[config.mk]
export PLATFORM = sky130hd
export DESIGN_NAME = page_status_fault_regs
export DESIGN_NICKNAME = d
export VERILOG_FILES = /design/src/rtl/power_regs_pkg.sv /design/src/rtl/sync_2ff.sv /design/src/rtl/sticky_flag.sv /design/src/rtl/page_status_fault_regs.sv
export SDC_FILE = /design/constraint.sdc
export NUM_CORES = 1
export LEC_CHECK = 0
export BUFFER_PORTS_ARGS = -buffer_cell sky130_fd_sc_hd__buf_2
export CORE_MARGIN = 1
export CORE_UTILIZATION = 27
export CTS_CLUSTER_DIAMETER = 100
export DETAILED_ROUTE_END_ITERATION = 10
export GPL_ROUTABILITY_DRIVEN = 1
export GPL_TIMING_DRIVEN = 0
export PLACE_DENSITY = 0.52
export SLEW_MARGIN = 30
export SYNTH_ARGS = -nofsm -noshare
export SYNTH_HDL_FRONTEND = slang
export SYNTH_HIERARCHICAL = 1
export SYNTH_SLANG_ARGS = --single-unit
[constraint.sdc]
create_clock -name I_MCLK -period 2.9 [get_ports I_MCLK]
set_input_delay 0.145 -clock I_MCLK [delete_from_list [all_inputs] [get_ports I_MCLK]]
set_output_delay 0.145 -clock I_MCLK [all_outputs]
set_load 0.02 [all_outputs]
[src/rtl/power_regs_pkg.sv]
// Constants for the page, status and shutdown-cause register bank.
// Assumes a single 100 MHz clock and a two-wire serial host on SCL/SDA.
package power_regs_pkg;

   // ****************************************
   // Address map
   // ****************************************
   localparam int               ADDR_W             = 13;
   localparam int               PAGE_W             = 6;
   localparam int               REG_W              = 8;
   localparam int               LOW_ADDR_W         = 7;
   localparam logic [12:0]      ADDR_PAGE_CTRL     = 13'h000;
   localparam logic [12:0]      ADDR_RAMP_KEY      = 13'h001;
   localparam logic [12:0]      ADDR_PIN_LEVELS    = 13'h002;
   localparam logic [12:0]      ADDR_LDO_OC        = 13'h004;
   localparam logic [12:0]      ADDR_SHUTDOWN_LOG  = 13'h005;

   // ****************************************
   // Field layout
   // ****************************************
   localparam int               PC_AUTO_RETURN_BIT = 7;
   localparam int               PC_WRITE_MODE_BIT  = 6;
   localparam int               PC_PAGE_MSB        = 5;
   localparam int               RK_RAMP_BIT        = 2;
   localparam int               RK_KEY_BIT         = 0;
   localparam int               FL_WAIT_BIT        = 7;
   localparam int               FL_RESET_REQ_BIT   = 6;
   localparam int               FL_BUTTON_BIT      = 5;
   localparam int               FL_OVERHEAT_BIT    = 4;
   localparam int               FL_UV_START_BIT    = 3;
   localparam int               FL_UV_BIT          = 2;
   localparam int               FL_COLD_START_BIT  = 1;
   localparam int               FL_WATCHDOG_BIT    = 0;
   localparam int               GPI_N              = 5;
   localparam int               LDO_N              = 4;

   // ****************************************
   // Reset values and encodings
   // ****************************************
   localparam logic [7:0]       PAGE_CTRL_RESET    = 8'h00;
   localparam logic [7:0]       LOG_RESET          = 8'h00;
   localparam logic [7:0]       UNMAPPED_READ      = 8'h00;
   localparam logic [5:0]       PAGE_ZERO          = 6'h00;
   localparam logic             WRITE_MODE_SEQ     = 1'b0;
   localparam logic             AUTO_RETURN_ON     = 1'b1;
   localparam logic [3:0]       BYTE_BITS          = 4'h8;
   localparam logic [3:0]       BIT_FIRST          = 4'h1;
   // Arbitrary serial device address
   localparam logic [6:0]       DEV_ADDR_DEF       = 7'h2C;

   // ****************************************
   // Timing
   // ****************************************
   localparam longint           CLK_HZ             = 64'd100000000;
   localparam longint           START_WINDOW_S     = 64'd16;
   localparam longint           START_WINDOW_CYC   = START_WINDOW_S * CLK_HZ;
   localparam int               WINDOW_W           = 31;

   typedef enum logic [9:0] {
      SER_IDLE     = 10'b00_0000_0001,
      SER_DEV      = 10'b00_0000_0010,
      SER_DEV_ACK  = 10'b00_0000_0100,
      SER_REG      = 10'b00_0000_1000,
      SER_REG_ACK  = 10'b00_0001_0000,
      SER_WR       = 10'b00_0010_0000,
      SER_WR_ACK   = 10'b00_0100_0000,
      SER_RD       = 10'b00_1000_0000,
      SER_RD_ACK   = 10'b01_0000_0000,
      SER_RD_NEXT  = 10'b10_0000_0000
   } ser_state_e;

endpackage

[src/rtl/sync_2ff.sv]
// Two-stage synchroniser for a vector of independent levels.
// Assumes each bit is a slow level; no bus coherence is given.
`timescale 1ns/100ps
module sync_2ff #(
   parameter int W = 1
) (
   input  wire logic         i_clk,
   input  wire logic         i_rst_b,
   input  wire logic [W-1:0] i_async,
   output logic      [W-1:0] o_sync
);
   logic [W-1:0] meta_reg;
   logic [W-1:0] sync_reg;

   always_ff @(posedge i_clk or negedge i_rst_b) begin
      if (!i_rst_b) begin
         meta_reg <= '0;
         sync_reg <= '0;
      end else begin
         meta_reg <= i_async;
         sync_reg <= meta_reg;
      end
   end

   assign o_sync = sync_reg;
endmodule // sync_2ff

[src/rtl/sticky_flag.sv]
// One sticky flag, set by hardware, cleared by a host write of one.
// Assumes only the power-on reset clears it otherwise.
`timescale 1ns/100ps
module sticky_flag (
   input  wire logic i_clk,
   input  wire logic i_rst_b,
   input  wire logic i_set,
   input  wire logic i_clr,
   output logic      o_flag
);
   logic flag_reg;
   logic flag_next;

   always_comb begin
      flag_next = i_set | (flag_reg & ~i_clr);
   end

   always_ff @(posedge i_clk or negedge i_rst_b) begin
      if (!i_rst_b) begin
         flag_reg <= 1'b0;
      end else begin
         flag_reg <= flag_next;
      end
   end

   assign o_flag = flag_reg;
endmodule // sticky_flag

[src/rtl/page_status_fault_regs.sv]
// Page control, status and shutdown-cause registers on a two-wire slave.
// Assumes cause pulses come from same-clock sequencer logic; pins are async.
`timescale 1ns/100ps
module page_status_fault_regs
   import power_regs_pkg::*;
#(
   parameter int                    NUM_RAMP_SUPPLIES = 3,
   parameter logic [6:0]            DEV_ADDR          = DEV_ADDR_DEF,
   parameter logic [WINDOW_W-1:0]   START_WINDOW      = WINDOW_W'(START_WINDOW_CYC)
) (
   input  wire logic                         I_MCLK,
   input  wire logic                         I_RST_B,
   input  wire logic                         I_SCL,
   input  wire logic                         I_SDA,
   output logic                              O_SDA,
   output logic                              O_SDA_OE,
   input  wire logic [NUM_RAMP_SUPPLIES-1:0] I_VOLTAGE_RAMP_ACTIVE,
   input  wire logic                         I_POWER_BUTTON_INPUT,
   input  wire logic [GPI_N-1:0]             I_GPI_LEVEL,
   input  wire logic [LDO_N-1:0]             I_LDO_OVERCURRENT,
   input  wire logic                         I_WAIT_TIMEOUT_OFF,
   input  wire logic                         I_RESET_REQUEST_OFF,
   input  wire logic                         I_POWER_BUTTON_OFF,
   input  wire logic                         I_OVERHEAT_OFF,
   input  wire logic                         I_MAIN_SUPPLY_RAIL_UV_OFF,
   input  wire logic                         I_WATCHDOG_EXPIRY_FLAG,
   input  wire logic                         I_SYSTEM_RESET_OUTPUT_RELEASED,
   output logic [PAGE_W-1:0]                 O_PAGE_SEL,
   output logic                              O_WRITE_MODE,
   output logic                              O_PAGE_AUTO_RETURN
);

   // ****************************************
   // Parameter checks
   // ****************************************
   if (NUM_RAMP_SUPPLIES < 1) begin : g_chk_ramp
      $error("NUM_RAMP_SUPPLIES must be at least 1");
   end
   if (START_WINDOW == '0) begin : g_chk_window
      $error("START_WINDOW must be nonzero");
   end

   localparam int SYNC_W = 2 + NUM_RAMP_SUPPLIES + 1 + GPI_N + LDO_N;

   // ****************************************
   // Input synchronisers
   // ****************************************
   logic [SYNC_W-1:0]            sync_out;
   logic                         scl_s;
   logic                         sda_s;
   logic [NUM_RAMP_SUPPLIES-1:0] ramp_s;
   logic                         button_s;
   logic [GPI_N-1:0]             gpi_s;
   logic [LDO_N-1:0]             ldo_s;

   sync_2ff #(
      .W       (SYNC_W)
   ) u_sync (
      .i_clk   (I_MCLK),
      .i_rst_b (I_RST_B),
      .i_async ({~I_SCL, ~I_SDA, I_VOLTAGE_RAMP_ACTIVE, I_POWER_BUTTON_INPUT,
                 I_GPI_LEVEL, I_LDO_OVERCURRENT}),
      .o_sync  (sync_out)
   );

   // Bus pins pass inverted so reset reads them idle high
   assign {scl_s, sda_s, ramp_s, button_s, gpi_s, ldo_s} =
      {~sync_out[SYNC_W-1 -: 2], sync_out[SYNC_W-3:0]};

   // ****************************************
   // Bus edge detection
   // ****************************************
   logic scl_d_reg;
   logic sda_d_reg;
   logic scl_rise;
   logic scl_fall;
   logic bus_start;
   logic bus_stop;

   always_ff @(posedge I_MCLK or negedge I_RST_B) begin
      if (!I_RST_B) begin
         scl_d_reg <= 1'b1;
         sda_d_reg <= 1'b1;
      end else begin
         scl_d_reg <= scl_s;
         sda_d_reg <= sda_s;
      end
   end

   assign scl_rise  = scl_s & ~scl_d_reg;
   assign scl_fall  = ~scl_s & scl_d_reg;
   assign bus_start = scl_s & scl_d_reg & sda_d_reg & ~sda_s;
   assign bus_stop  = scl_s & scl_d_reg & ~sda_d_reg & sda_s;

   // ****************************************
   // Register state and read mux
   // ****************************************
   logic [7:0]        page_ctrl_reg;
   logic [7:0]        page_ctrl_next;
   logic [7:0]        log_q;
   logic [ADDR_W-1:0] full_addr;
   logic [7:0]        ptr_reg;
   logic [7:0]        rd_data;

   assign full_addr = {page_ctrl_reg[PC_PAGE_MSB:1], ptr_reg};

   always_comb begin
      rd_data = UNMAPPED_READ;
      if (full_addr[LOW_ADDR_W-1:0] == ADDR_PAGE_CTRL[LOW_ADDR_W-1:0]) begin
         rd_data = page_ctrl_reg;
      end else begin
         unique case (full_addr)
            ADDR_RAMP_KEY: begin
               rd_data[RK_RAMP_BIT] = |ramp_s;
               rd_data[RK_KEY_BIT]  = button_s;
            end
            ADDR_PIN_LEVELS: begin
               rd_data[GPI_N-1:0] = gpi_s;
            end
            ADDR_LDO_OC: begin
               rd_data[LDO_N-1:0] = ldo_s;
            end
            ADDR_SHUTDOWN_LOG: begin
               rd_data = log_q;
            end
            default: begin
               rd_data = UNMAPPED_READ;
            end
         endcase
      end
   end

   // ****************************************
   // Two-wire slave
   // ****************************************
   ser_state_e st_reg;
   ser_state_e st_next;
   logic [3:0] cnt_reg;
   logic [3:0] cnt_next;
   logic [7:0] sh_reg;
   logic [7:0] sh_next;
   logic [7:0] ptr_next;
   logic       oe_reg;
   logic       oe_next;
   logic       wr_en;
   logic       rd_en;

   always_comb begin
      st_next  = st_reg;
      cnt_next = cnt_reg;
      sh_next  = sh_reg;
      ptr_next = ptr_reg;
      oe_next  = oe_reg;
      wr_en    = 1'b0;
      rd_en    = 1'b0;
      if (bus_start) begin
         st_next  = SER_DEV;
         cnt_next = '0;
         oe_next  = 1'b0;
      end else if (bus_stop) begin
         st_next = SER_IDLE;
         oe_next = 1'b0;
      end else begin
         unique case (st_reg)
            SER_IDLE: begin
               oe_next = 1'b0;
            end
            SER_DEV, SER_REG, SER_WR: begin
               if (scl_rise && cnt_reg != BYTE_BITS) begin
                  sh_next  = {sh_reg[6:0], sda_s};
                  cnt_next = cnt_reg + BIT_FIRST;
               end else if (scl_fall && cnt_reg == BYTE_BITS) begin
                  oe_next = 1'b1;
                  if (st_reg == SER_DEV) begin
                     if (sh_reg[7:1] == DEV_ADDR) begin
                        st_next = SER_DEV_ACK;
                     end else begin
                        st_next = SER_IDLE;
                        oe_next = 1'b0;
                     end
                  end else if (st_reg == SER_REG) begin
                     ptr_next = sh_reg;
                     st_next  = SER_REG_ACK;
                  end else begin
                     wr_en   = 1'b1;
                     st_next = SER_WR_ACK;
                     if (page_ctrl_reg[PC_WRITE_MODE_BIT] == WRITE_MODE_SEQ) begin
                        ptr_next = ptr_reg + 8'h01;
                     end
                  end
               end
            end
            SER_DEV_ACK: begin
               if (scl_fall) begin
                  cnt_next = '0;
                  oe_next  = 1'b0;
                  st_next  = SER_REG;
                  if (sh_reg[0]) begin
                     rd_en    = 1'b1;
                     sh_next  = {rd_data[6:0], 1'b0};
                     oe_next  = ~rd_data[7];
                     cnt_next = BIT_FIRST;
                     ptr_next = ptr_reg + 8'h01;
                     st_next  = SER_RD;
                  end
               end
            end
            SER_REG_ACK: begin
               if (scl_fall) begin
                  cnt_next = '0;
                  oe_next  = 1'b0;
                  st_next  = SER_WR;
               end
            end
            SER_WR_ACK: begin
               if (scl_fall) begin
                  cnt_next = '0;
                  oe_next  = 1'b0;
                  st_next  = (page_ctrl_reg[PC_WRITE_MODE_BIT] == WRITE_MODE_SEQ)
                             ? SER_WR : SER_REG;
               end
            end
            SER_RD: begin
               if (scl_fall) begin
                  if (cnt_reg == BYTE_BITS) begin
                     oe_next = 1'b0;
                     st_next = SER_RD_ACK;
                  end else begin
                     oe_next  = ~sh_reg[7];
                     sh_next  = {sh_reg[6:0], 1'b0};
                     cnt_next = cnt_reg + BIT_FIRST;
                  end
               end
            end
            SER_RD_ACK: begin
               if (scl_rise) begin
                  st_next = sda_s ? SER_IDLE : SER_RD_NEXT;
               end
            end
            SER_RD_NEXT: begin
               if (scl_fall) begin
                  rd_en    = 1'b1;
                  sh_next  = {rd_data[6:0], 1'b0};
                  oe_next  = ~rd_data[7];
                  cnt_next = BIT_FIRST;
                  ptr_next = ptr_reg + 8'h01;
                  st_next  = SER_RD;
               end
            end
         endcase
      end
   end

   always_ff @(posedge I_MCLK or negedge I_RST_B) begin
      if (!I_RST_B) begin
         st_reg  <= SER_IDLE;
         cnt_reg <= '0;
         sh_reg  <= '0;
         ptr_reg <= '0;
         oe_reg  <= 1'b0;
      end else begin
         st_reg  <= st_next;
         cnt_reg <= cnt_next;
         sh_reg  <= sh_next;
         ptr_reg <= ptr_next;
         oe_reg  <= oe_next;
      end
   end

   // ****************************************
   // Page control
   // ****************************************
   logic hit_page_ctrl;
   logic hit_log;

   assign hit_page_ctrl = (full_addr[LOW_ADDR_W-1:0] == ADDR_PAGE_CTRL[LOW_ADDR_W-1:0]);
   assign hit_log       = (full_addr == ADDR_SHUTDOWN_LOG);

   always_comb begin
      page_ctrl_next = page_ctrl_reg;
      if (wr_en && hit_page_ctrl) begin
         page_ctrl_next = sh_reg;
      end else if ((wr_en || rd_en) &&
                   page_ctrl_reg[PC_AUTO_RETURN_BIT] == AUTO_RETURN_ON) begin
         page_ctrl_next[PC_PAGE_MSB:0] = PAGE_ZERO;
      end
   end

   always_ff @(posedge I_MCLK or negedge I_RST_B) begin
      if (!I_RST_B) begin
         page_ctrl_reg <= PAGE_CTRL_RESET;
      end else begin
         page_ctrl_reg <= page_ctrl_next;
      end
   end

   // ****************************************
   // Start-up under-voltage window
   // ****************************************
   logic [WINDOW_W-1:0] win_reg;
   logic [WINDOW_W-1:0] win_next;
   logic                rel_d_reg;
   logic                cold_reg;
   logic                in_window;

   always_comb begin
      win_next = win_reg;
      if (I_SYSTEM_RESET_OUTPUT_RELEASED && !rel_d_reg) begin
         win_next = START_WINDOW;
      end else if (win_reg != '0) begin
         win_next = win_reg - WINDOW_W'(1);
      end
   end

   always_ff @(posedge I_MCLK or negedge I_RST_B) begin
      if (!I_RST_B) begin
         win_reg   <= '0;
         rel_d_reg <= 1'b0;
         cold_reg  <= 1'b1;
      end else begin
         win_reg   <= win_next;
         rel_d_reg <= I_SYSTEM_RESET_OUTPUT_RELEASED;
         cold_reg  <= 1'b0;
      end
   end

   assign in_window = ~I_SYSTEM_RESET_OUTPUT_RELEASED | (win_reg != '0);

   // ****************************************
   // Shutdown cause log
   // ****************************************
   logic [7:0] log_set;
   logic [7:0] log_clr;

   always_comb begin
      log_set                    = LOG_RESET;
      log_set[FL_WAIT_BIT]       = I_WAIT_TIMEOUT_OFF;
      log_set[FL_RESET_REQ_BIT]  = I_RESET_REQUEST_OFF;
      log_set[FL_BUTTON_BIT]     = I_POWER_BUTTON_OFF;
      log_set[FL_OVERHEAT_BIT]   = I_OVERHEAT_OFF;
      log_set[FL_UV_START_BIT]   = I_MAIN_SUPPLY_RAIL_UV_OFF & in_window;
      log_set[FL_UV_BIT]         = I_MAIN_SUPPLY_RAIL_UV_OFF;
      log_set[FL_COLD_START_BIT] = cold_reg;
      log_set[FL_WATCHDOG_BIT]   = I_WATCHDOG_EXPIRY_FLAG;
      log_clr                    = (wr_en && hit_log) ? sh_reg : LOG_RESET;
   end

   for (genvar b = 0; b < REG_W; b++) begin : g_log
      sticky_flag u_flag (
         .i_clk   (I_MCLK),
         .i_rst_b (I_RST_B),
         .i_set   (log_set[b]),
         .i_clr   (log_clr[b]),
         .o_flag  (log_q[b])
      );
   end

   // ****************************************
   // Outputs
   // ****************************************
   logic sda_low_reg;

   always_ff @(posedge I_MCLK or negedge I_RST_B) begin
      if (!I_RST_B) begin
         sda_low_reg <= 1'b0;
      end else begin
         sda_low_reg <= 1'b0;
      end
   end

   assign O_SDA              = sda_low_reg;
   assign O_SDA_OE           = oe_reg;
   assign O_PAGE_SEL         = page_ctrl_reg[PC_PAGE_MSB:0];
   assign O_WRITE_MODE       = page_ctrl_reg[PC_WRITE_MODE_BIT];
   assign O_PAGE_AUTO_RETURN = page_ctrl_reg[PC_AUTO_RETURN_BIT];

endmodule // page_status_fault_regs

* After elaboration in Yosys (flattened, before gate mapping)
Cells that the tools add are included.
Storage, ports and cells: register bits 112, input bits 24, output and inout bits 10
Operators by class: $add $sub $neg 3, equality and inequality tests 44, mux-type cells 82, bitwise logic cells 45, reduce and logical (&&, ||, !) cells 26
Operator list (count):
- 8-bit two-way mux | 17
- 10-bit two-way mux | 13
- 10-bit one-hot mux with 7 select lines | 1
- 31-bit two-way mux | 2
- 4-bit != test, second input constant | 10
- 4-bit two-way mux | 8
- 8-bit one-hot mux with 4 select lines | 1
- 31-bit nonzero test | 1
- 31-bit by 1-bit subtractor with 31-bit output, second input constant | 1
- 13-bit by 3-bit equality test with 1-bit output, second input constant | 2
- 1-bit two-way mux | 25
- 8-bit one-hot mux with 3 select lines | 1
- 2-bit != test, second input constant | 10
- 4-bit one-hot mux with 5 select lines | 1
- 10-bit AND reduction | 2
- 1-bit NOT | 19
- 6-bit two-way mux | 3
- 3-bit != test, second input constant | 6
- 1-bit bitwise AND | 16
- 8-bit AND reduction | 2
- 13-bit by 1-bit equality test with 1-bit output, second input constant | 1
- 13-bit by 2-bit equality test with 1-bit output, second input constant | 1
- 10-bit by 1-bit equality test with 1-bit output, second input constant | 1
- 10-bit equality test, second input constant | 1
- 36 further kinds | 55

* Depth between registers and ports, before layout
Gate-level depths: netlist of run 1.
depth in word-level cells 14, depth in mapped cells 9

* By module
Netlist of run 1, hierarchy kept.
By module, submodules not included:
- page_status_fault_regs | times used 1, cells each 529, area an instance 4684.5 µm², seq. area each 1856.8 µm²
- sync_2ff | times used 1, cells each 30, area an instance 750.7 µm², seq. area each 750.7 µm²
- sticky_flag | times used 8, cells each 3, area an instance 36.3 µm², seq. area each 25.0 µm²

* Least setup slack after synthesis of run 1
No wires, ideal clock.
kind reg-to-reg, from register st_reg[9], to register ptr_reg[0], library setup time 0.126 ns, data arrival time 2.387 ns, path slack 0.387 ns, stages on the path, launching flop included 9, buffers on the path 3, cell sequence dfrtp_1 buf_6 or4_1 buf_4 o31ai_4 a41oi_2 or3_1 buf_2 a221o_1
Between the ends: longest elaborated chain between the ends 6, elaborated cells between the ends (all ways) 20, those cells by class 12 x eq/ne; 5 x mux; 3 x reduce/logical
RTL lines:
- start, declared | RTL line page_status_fault_regs.sv:136 | ser_state_e st_reg;
- start signal, assigned | RTL line page_status_fault_regs.sv:262 | st_reg <= st_next;
- 10-bit by 4-bit equality test with 1-bit output | RTL line page_status_fault_regs.sv:164, page_status_fault_regs.sv:181
- 8-bit two-way mux | RTL line page_status_fault_regs.sv:181 | end else if (st_reg == SER_REG) begin
- 8-bit two-way mux | RTL line page_status_fault_regs.sv:174 | if (st_reg == SER_DEV) begin
- 8-bit two-way mux | RTL line page_status_fault_regs.sv:172 | end else if (scl_fall && cnt_reg == BYTE_BITS) begin
- 8-bit two-way mux | RTL line page_status_fault_regs.sv:169 | if (scl_rise && cnt_reg != BYTE_BITS) begin
- 8-bit one-hot mux with 3 select lines | RTL line page_status_fault_regs.sv:164 | unique case (st_reg)
- end signal, assigned | RTL line page_status_fault_regs.sv:265 | ptr_reg <= ptr_next;
- end, declared | RTL line page_status_fault_regs.sv:102 | logic [7:0] ptr_reg;
Parallel ways exist; a longest one is shown, timed or not. The select of a mux whose other input is x is not followed. A chain may end at the register's enable or synchronous reset.

* Final worst setup path of run 1
from register st_reg[3], to register ptr_reg[0]
The elaborated chain is that of the path after synthesis.

==> results_dict.tcl, run 1 <==
set metrics [dict create \
    status "complete, no violations" \
    hold_viol_final 0 \
    yosysUniqueCellTypes 78 \
    r2r_cells 7 \
    grt_start_max_net_pins 77 \
    drt-vias-per-instance 5.14 \
    first_pass_iters 5 \
    cts_tree "done" \
    routabilityCongestion 0.885 \
    synth.area.top_cells "dfrtp_1, nand2_1, nor2_1" \
    total_power_mw 4.28 \
    hold_path.class "input port to flip-flop" \
    die-width_um 148 \
    setup_viol 0 \
    core_area_um2 20500 \
    htree_levels 3 \
    rows 52 \
    min_period_over_period_pct 96.5 \
    ys.flop_type "dfrtp_1" \
    syn_area_um2 5730 \
    antenna_found_initial 0 \
    p_switching_mw 1.49 \
    end_kind "flip-flop" \
    final_cell_mix "dfrtp_1, nand2_1, nor2_1" \
    path_depth 7 \
    dieHeight_um 148 \
    syn2layout_area_growth_pct 19.5 \
    seqPwrFrac_pct 44.6 \
    internal-power_mw 2.79 \
    critPathBufInv 2 \
    ys_seq_area_share_pct 49.0 \
    finalCriticalPeriod_ns 2.80 \
    slowest_delay_ns 0.64 \
    cp_slowest_cell "or4_1" \
    cts_sinks 112 \
    stdcell_count 925 \
    crit_family "simple AND/OR/NAND/NOR gates" \
    power.leakage_nw 2.80 \
    grt-ovfl-total 0 \
    root_buffer "clkbuf_16" \
    required_ns 3.15 \
    ios 34 \
    rsz0062_at_grt "yes" \
    dr_total_vias 4756 \
    cap_viol_max_count 0 \
    peakVddDrop_mv 0.313 \
    pwr-share-clk_pct 30.2 \
    synthCells 583 \
    finalClockSkew_ns 0.00626 \
    clock_latency_ns 0.36 \
    insertedDiodeCount 0 \
    switching_share_pct 34.8 \
    yosysTopAreaCell "dfrtp_1" \
    cp_data_arrival_time_ns 3.05 \
    wl_per_cell_um 15.6 \
    fin_nets 681 \
    worstPathCellList "clkbuf_1 -> or4_1 -> nor3_4 -> a41oi_2 -> or3_1 -> buf_2 -> a221o_1" \
    async_flop_share_pct 100 \
    power_density_nw_per_um2 625 \
    synth_edf_count 0 \
    fmax_mhz 357 \
    track_usage_pct 13.9 \
    max-clock-path-buffers 2 \
    worstMarginPinSlew_ns 0.867 \
    setup_tns_ns 0 \
    dieArea_um2 21800 \
    synth-seq-cells 112 \
    drt_iter0_markers 328 \
    grt_pass1_vias 4607 \
    synth_top_area_share_pct 47.2 \
    design_area_um2 6840 \
    syn_area_per_cell_um2 9.82 \
    r2r_slack_ns 0.10 \
    critPathMaxFanout 10 \
    drc 0 \
    dpl_cell_area_um2 6270 \
    grt_pass1_wl_mm 24.2 \
    placedCellCount 887 \
    whs_path_depth 2 \
    drv_slew 0 \
    start_util_pct 27.9 \
    clkSlewWorstSetupHoldPaths_ns 0.08 \
    comb_power_share_pct 25.2 \
    yosysWarnings 6 \
    layout_commonest_cell "dfrtp_1" \
    drtAntennaViolNets 0 \
    startpoint_type "flip-flop" \
    cts_inserted_buffers 9 \
    drt-total-wl_mm 14.5 \
    maxSlewHeadroom_pct 41.7 \
    worstSetupPathType "flip-flop to flip-flop" \
    drive_above_1_share_pct 13.7 \
    largest_reg_flops 31 \
    io_buffers 32 \
    hpwl_mm 10.4 \
]
routing by layer:
layer / routed length [um] / track usage [%] / vias to the layer above / part of all wire [%]
met5: 0 / 0 / - / 0
met4: 180 / 3.76 / 0 / 1.2
met3: 535 / 2.31 / 11 / 3.7
met2: 6910 / 22.8 / 111 / 48
met1: 6830 / 18.8 / 2375 / 47
li1: - / - / 2259 / -
cell usage after synthesis (4+ instances only):
master    instances
nand2b_1          5
nor2_1           44
or4_1            10
a22o_1            7
o21ai_1          16
o211ai_1          5
nand2_1          44
inv_1            26
xor2_1            6
nor3_1           17
and3_1           16
dfrtp_1         108
a31oi_1           5
and2_1           10
clkbuf_1         13
ha_1              7
nor4_1           12
dfstp_2           4
a21oi_1          30
or3_1            15
nor2b_1           7
nand4_1           8
mux2i_1           4
nand3_1          28
nor4b_1           4
a21o_1            8
o21a_1            5
xnor2_1          13
o31ai_1           4
nand3b_1          5
buf_2             6
o21ai_0          19
final timing paths:
path                                                to                start
worst max-delay path                        ptr_reg[0]            st_reg[3]
worst min-delay path            g_log[6].u_flag/o_flag  I_RESET_REQUEST_OFF
worst max register to register              ptr_reg[0]            st_reg[3]
worst min register to register       u_sync/o_sync[14]  u_sync/meta_reg[14]
max in group asynchronous                     cold_reg              I_RST_B
min in group asynchronous                    st_reg[2]              I_RST_B
power by group through the flow:
stage	combinational [mW]	sequential [mW]	clock, mW
3_5_place_dp	1.04	1.93	0
2_1_floorplan	0.784	1.88	0
5_1_grt	1.21	1.93	1.39
4_1_cts	1.08	1.90	1.34
6_report	1.08	1.91	1.29
3_3_place_gp	1.02	1.92	0
stage by stage:
| stage | setup slack, ns | util [%] | hold WS (ns) |
|---|---|---|---|
| final | 0.100 | 33.4 | 0.00180 |
| after detailed placement | -0.0285 | 30.6 | 0.0390 |
| after floorplan | 0.387 | - | -0.151 |
| after global routing | -0.00391 | 33.4 | 0.00919 |
| after global placement | -0.335 | 30.4 | 0.253 |
| after CTS | 0.0681 | 33.2 | 0.000498 |
cell families after synthesis:
family / synth area share (%)
AND/OR/NAND/NOR: 23.7
AO/OA/AOI/OAI: 17.5
flip-flops: 49.0
buffers and inverters: 4.20
XOR/XNOR: 2.91
adder cells (fa/ha/maj): 1.53
multiplexers: 1.09
other: 0.0655
cell type report:
class / count / area (um2)
clock buffer: 9 / 225
timing repair buffer: 55 / 418
clock inverter: 7 / 85.1
buffer: 27 / 143
inverter: 26 / 97.6
sequential: 112 / 2810
tap: 270 / 338
fill: 2101 / 13700
multi-input combinational: 419 / 2730
repair_timing:
item	4_1_cts	5_1_grt
gates resized for setup	2	4
buffers inserted	0	0
hold buffers	21	1
gates cloned	0	0
endpoints found under the setup margin	11	16
hold endpoints to repair	56	1
Power figures use the tool's default switching activity.
==> run 2: changes to the inputs <==
--- a/config.mk
+++ b/config.mk
@@ -5,6 +5,7 @@
 export SDC_FILE = /design/constraint.sdc
 export NUM_CORES = 1
 export LEC_CHECK = 0
+export ABC_AREA = 1
 export BUFFER_PORTS_ARGS = -buffer_cell sky130_fd_sc_hd__buf_2
 export CORE_MARGIN = 1
 export CORE_UTILIZATION = 27
@@ -16,5 +17,4 @@
 export SLEW_MARGIN = 30
 export SYNTH_ARGS = -nofsm -noshare
 export SYNTH_HDL_FRONTEND = slang
-export SYNTH_HIERARCHICAL = 1
 export SYNTH_SLANG_ARGS = --single-unit
==> results_dict.tcl, run 2 <==
set metrics [dict create \
    clock_latency_ns 0.36 \
    multi_input_area_um2 2990 \
    syn_area_per_cell_um2 7.50 \
    synthMostInstantiatedCell "nand2_1" \
    status "complete, no violations" \
    drt_iter0_markers 332 \
    rows 55 \
    maxSlewHeadroom_pct 59.3 \
    cp-startpoint "ptr_reg[0]" \
    synthCells 844 \
    dr_total_vias 5518 \
    startpoint_type "flip-flop" \
    finalClockSkew_ns 0.00987 \
    setup_tns_ns 0 \
    r2r_slack_ns 0.56 \
    final_cell_mix "nand2_1, inv_1, nor2_1" \
    fill_cells 2524 \
    yosysTopAreaCell "dfrtp_1" \
    finalCriticalPeriod_ns 2.34 \
    hold_viol_final 0 \
    required_ns 3.13 \
    clkSlewWorstSetupHoldPaths_ns 0.08 \
    wl_per_cell_um 13.6 \
    largest_reg_flops 31 \
    min_period_over_period_pct 80.7 \
    grt_start_max_net_pins 59 \
    grt_pass1_vias 5442 \
    drt-vias-per-instance 4.49 \
    fin_nets 942 \
    htree_levels 3 \
    switching_share_pct 43.6 \
    root_buffer "clkbuf_16" \
    critPathMaxFanout 10 \
    crit_family "simple AND/OR/NAND/NOR gates" \
    ios 34 \
    die-width_um 155 \
    antenna_found_initial 0 \
    cap_viol_max_count 0 \
    yosysWarnings 0 \
    insertedDiodeCount 0 \
    max-clock-path-buffers 2 \
    r2r-start "ptr_reg[0]" \
    peakVddDrop_mv 0.329 \
    dieArea_um2 24100 \
    postLayoutCoreUtil_pct 32.5 \
    setup_viol 0 \
    core_area_um2 22800 \
    pwr-share-clk_pct 22.3 \
    syn2layout_area_growth_pct 17.3 \
    dieHeight_um 155 \
    critPathBufInv 3 \
    grt_pass1_wl_mm 28.0 \
    p_switching_mw 2.46 \
    fmax_mhz 427 \
    first_pass_iters 5 \
    drc 0 \
    power_density_nw_per_um2 761 \
    start_util_pct 27.7 \
    cts_inserted_buffers 9 \
    worstSetupPathType "flip-flop to flip-flop" \
    cts_setup_buffers 0 \
    grt-ovfl-total 0 \
    seqCellArea_um2 2810 \
    comb_power_share_pct 41.4 \
    async_flop_share_pct 100 \
    cp_slowest_cell "dfrtp_1" \
    drtAntennaViolNets 0 \
    end_kind "flip-flop" \
    cts_sinks 112 \
    io_buffers 32 \
    syn_area_um2 6330 \
    hpwl_mm 12.7 \
    layout_commonest_cell "nand2_1" \
    crit_path_frequent_cell "nand2_1" \
    hold_start "I_OVERHEAT_OFF" \
    power.leakage_nw 3.61 \
    synth_edf_count 0 \
    cts_tree "done" \
    track_usage_pct 14.7 \
    slowest_delay_ns 0.43 \
    ctsResizeCount 0 \
    worstPathCellList "inv_1 -> ha_1 -> nand2_1 -> inv_1 -> nand3_1 -> inv_1 -> nand2_1 -> nand2_1 -> o21ai_2 -> nand2_1 -> o21ai_0" \
    cp_data_arrival_time_ns 2.57 \
    synthTopCellsByCount "nand2_1, inv_1, nor2_1" \
    worstMarginPinSlew_ns 0.608 \
    hold_path.class "input port to flip-flop" \
    ys_seq_area_share_pct 44.3 \
    routabilityCongestion 0.874 \
    drt-total-wl_mm 16.7 \
    rsz0062_at_grt "no" \
    seqPwrFrac_pct 36.3 \
    ys.flop_type "dfrtp_1" \
    internal-power_mw 3.19 \
    synth_top_area_share_pct 42.7 \
    synth-seq-cells 112 \
    synth.area.top_cells "dfrtp_1, nand2_1, inv_1" \
    drive_above_1_share_pct 12.7 \
    postCtsHoldBufs 21 \
    drv_slew 0 \
    yosysUniqueCellTypes 39 \
]
==> run 2: changes by cell type after synthesis, sizes merged, moves of 16 or more <==
cell	delta
o21ai	+28
nor2	+86
nand3	+52
nand2	+158
inv	+101
or3	-16
==> run 2: per-layer routing <==
metal | share of wire (%) | routed length [um] | track usage [%] | up-vias
met5 | 0 | 0 | 0 | -
met4 | 1.2 | 192 | 3.91 | 0
met3 | 3.4 | 564 | 2.48 | 13
met2 | 47 | 7900 | 24.6 | 94
met1 | 48 | 8010 | 19.6 | 2574
li1 | - | - | - | 2837
==> run 2: area by class of cell <==
type | count | share of cell area, %
well taps | 313 | 5.27
inverters | 129 | 6.52
multi-input cells | 596 | 40.3
plain buffers | 8 | 0.691
clock buffers | 10 | 3.08
flip-flops and latches | 112 | 37.8
clock inverters | 6 | 0.842
repair buffers | 54 | 5.49
==> run 2: cell families (layout without fill, tap and decap cells) <==
group                    after synthesis  count (layout)  share of synthesized area, %
AO/OA/AOI/OAI                        100             100                          8.69
adder cells (fa/ha/maj)                8               8                          1.58
XOR/XNOR                              17              17                          2.35
buffers and inverters                137             207                          8.46
flip-flops                           112             112                          44.3
AND/OR/NAND/NOR                      469             469                          34.5
other                                  1               2                        0.0592
==> run 2: power by group through the flow <==
stage | sequential (mW) | combinational (mW) | clock [mW]
2_1_floorplan | 2.03 | 1.79 | 0
3_3_place_gp | 2.08 | 2.32 | 0
6_report | 2.05 | 2.34 | 1.26
3_5_place_dp | 2.08 | 2.33 | 0
4_1_cts | 2.05 | 2.36 | 1.31
5_1_grt | 2.09 | 2.69 | 1.36
==> run 2: path summary, 6_finish.rpt <==
| path | end | cells past startpoint |
|---|---|---|
| max reg2reg | page_ctrl_reg[0] | 11 |
| min in group asynchronous | ptr_reg[0] | 2 |
| min reg2reg | u_sync.o_sync[7] | 0 |
| max in group asynchronous | sda_d_reg | 3 |
| max | page_ctrl_reg[0] | 11 |
| min | g_log[4].u_flag.o_flag | 2 |
==> run 2: per-stage QoR <==
step	setup slack [ns]	hold slack, ns	total power, mW	cells	instance area, um2
2_1_floorplan	1.16	-0.151	3.82	845	6340
3_3_place_gp	0.173	0.254	4.40	1190	6890
3_5_place_dp	0.612	0.101	4.41	1191	6930
4_1_cts	0.590	0.00249	5.72	1228	7430
5_1_grt	0.369	0.0110	6.14	1228	7430
6_report	0.560	0.0231	5.65	1228	7430
==> run 3: changes to the inputs <==
==> constraint.sdc (replaced) <==
create_clock -name I_MCLK -period 2.3 [get_ports I_MCLK]
set_input_delay 0.115 -clock I_MCLK [delete_from_list [all_inputs] [get_ports I_MCLK]]
set_output_delay 0.115 -clock I_MCLK [all_outputs]
set_load 0.02 [all_outputs]
==> results_dict.tcl, run 3 (synthesis gave the netlist of run 2 again) <==
set metrics [dict create \
    status "complete, no violations" \
    required_ns 2.53 \
    drc 0 \
    maxSlewHeadroom_pct 59.2 \
    layout_setup_ws_ns 0.204 \
    wl_per_cell_um 13.5 \
    drive_above_1_share_pct 13.9 \
    clkSlewWorstSetupHoldPaths_ns 0.08 \
    grt_pass1_vias 5440 \
    final_cell_mix "nand2_1, inv_1, nor2_1" \
    dr_total_vias 5514 \
    cts_tree "done" \
    setup_viol 0 \
    dieHeight_um 155 \
    critPathMaxFanout 7 \
    grt_start_max_net_pins 59 \
    min_period_over_period_pct 91.1 \
    cts_inserted_buffers 9 \
    cts_sinks 112 \
    routabilityCongestion 0.874 \
    internal-power_mw 4.03 \
    pwr-share-clk_pct 22.1 \
    r2r_slack_ns 0.20 \
    p_switching_mw 3.12 \
    placedCellCount 1191 \
    finalCriticalPeriod_ns 2.10 \
    antenna_found_initial 0 \
    switching_share_pct 43.6 \
    power_density_nw_per_um2 950 \
    peakVddDrop_mv 0.417 \
    whs_ns 0.274 \
    dieArea_um2 24100 \
    cp_data_arrival_time_ns 2.32 \
    seqPwrFrac_pct 36.3 \
    comb_power_share_pct 41.6 \
    drtAntennaViolNets 0 \
    worstMarginPinSlew_ns 0.610 \
    max-clock-path-buffers 2 \
    total_power_mw 7.14 \
    drt-total-wl_mm 16.7 \
    startpoint_type "flip-flop" \
    hold_viol_final 0 \
    critPathBufInv 3 \
    drv_slew 0 \
    ios 34 \
    end_kind "flip-flop" \
    largest_reg_flops 31 \
    cp_slowest_cell "dfrtp_1" \
    start_util_pct 27.7 \
    finalClockSkew_ns 0.00933 \
    multi_input_area_um2 3030 \
    htree_levels 3 \
    clock_latency_ns 0.36 \
    dp_worst_setup_slack_ns 0.0122 \
    track_usage_pct 14.7 \
    hold_path.class "input port to asynchronous set/reset pin" \
    root_buffer "clkbuf_16" \
    fmax_mhz 477 \
    seqCellArea_um2 2810 \
    grt_pass1_wl_mm 27.9 \
    hpwl_mm 12.7 \
    die-width_um 155 \
    core_area_um2 22800 \
    drt-vias-per-instance 4.47 \
    rows 55 \
    io_buffers 32 \
    cap_viol_max_count 0 \
    fin_nets 948 \
    worstSetupPathType "flip-flop to flip-flop" \
    drt_iter0_markers 373 \
    grt-ovfl-total 0 \
    worstPathCellList "inv_1 -> ha_2 -> inv_1 -> nor3_2 -> nand4_1 -> nor2_4 -> clkinvlp_4 -> nand4_1 -> nor2_1 -> nand2_1 -> nand3_1" \
    crit_family "simple AND/OR/NAND/NOR gates" \
    first_pass_iters 5 \
    layout_commonest_cell "nand2_1" \
    stdcell_count 1234 \
    slowest_delay_ns 0.42 \
    fill_cells 2506 \
    syn2layout_area_growth_pct 18.7 \
    power.leakage_nw 3.63 \
    insertedDiodeCount 0 \
]
## run 3: cell types whose count changed in the layout (fill, tap and decap cells not counted), moves of 2 or more
| cell | previous run | this run |
|---|---|---|
| ha_2 | 0 | 2 |
| inv_1 | 115 | 113 |
| ha_1 | 8 | 6 |
| nor2_4 | 6 | 8 |
| buf_4 | 1 | 5 |
| dlygate4sd3_1 | 21 | 23 |
## run 3: area by class of cell
type                       count  area share, %
inverter                     129           6.49
clock buffer                  10           3.05
buffer                         8          0.682
multi-input combinational    596           40.3
timing repair buffer          60           6.09
tap                          313           5.21
clock inverter                 6          0.832
sequential                   112           37.3
## run 3: path summary, 6_finish.rpt
path	from	to	cells past startpoint
max	win_reg[0]	win_reg[28]	11
min	I_RST_B	ptr_reg[0]	2
max reg2reg	win_reg[0]	win_reg[28]	11
min reg2reg	u_sync.meta_reg[7]	u_sync.o_sync[7]	0
max in group asynchronous	I_RST_B	sda_d_reg	3
min in group I_MCLK	u_sync.meta_reg[7]	u_sync.o_sync[7]	0
## run 3: metal layers
layer | vias to the layer above | global-route usage [%] | part of all wire, %
li1 | 2849 | - | -
met2 | 100 | 24.6 | 48
met1 | 2552 | 19.6 | 48
met5 | - | 0 | 0
met4 | 0 | 3.91 | 1.1
met3 | 13 | 2.48 | 3.5
## run 3: per-stage QoR
| stage | setup TNS (ns) | cell area, um2 | utilization [%] |
|---|---|---|---|
| 3_5_place_dp | 0 | 6930 | 30.3 |
| 5_1_grt | -0.0712 | 7520 | 32.9 |
| 2_1_floorplan | 0 | 6340 | - |
| 3_3_place_gp | -41.82 | 6890 | 30.1 |
| 4_1_cts | 0 | 7450 | 32.6 |
| 6_report | 0 | 7520 | 32.9 |
## run 3: power groups by stage
stage	sequential (mW)	clock, mW	combinational [mW]
3_5_place_dp	2.62	0	2.94
2_1_floorplan	2.56	0	2.26
3_3_place_gp	2.62	0	2.92
6_report	2.59	1.58	2.97
4_1_cts	2.59	1.65	2.98
5_1_grt	2.64	1.72	3.42
## run 3: timing repair
item	CTS	global route
setup buffers	0	4
endpoints found under the hold margin	76	0
gates cloned	0	0
hold buffers	23	0
setup endpoints to repair	2	24
gates resized for setup	1	10
pin swaps	0	4
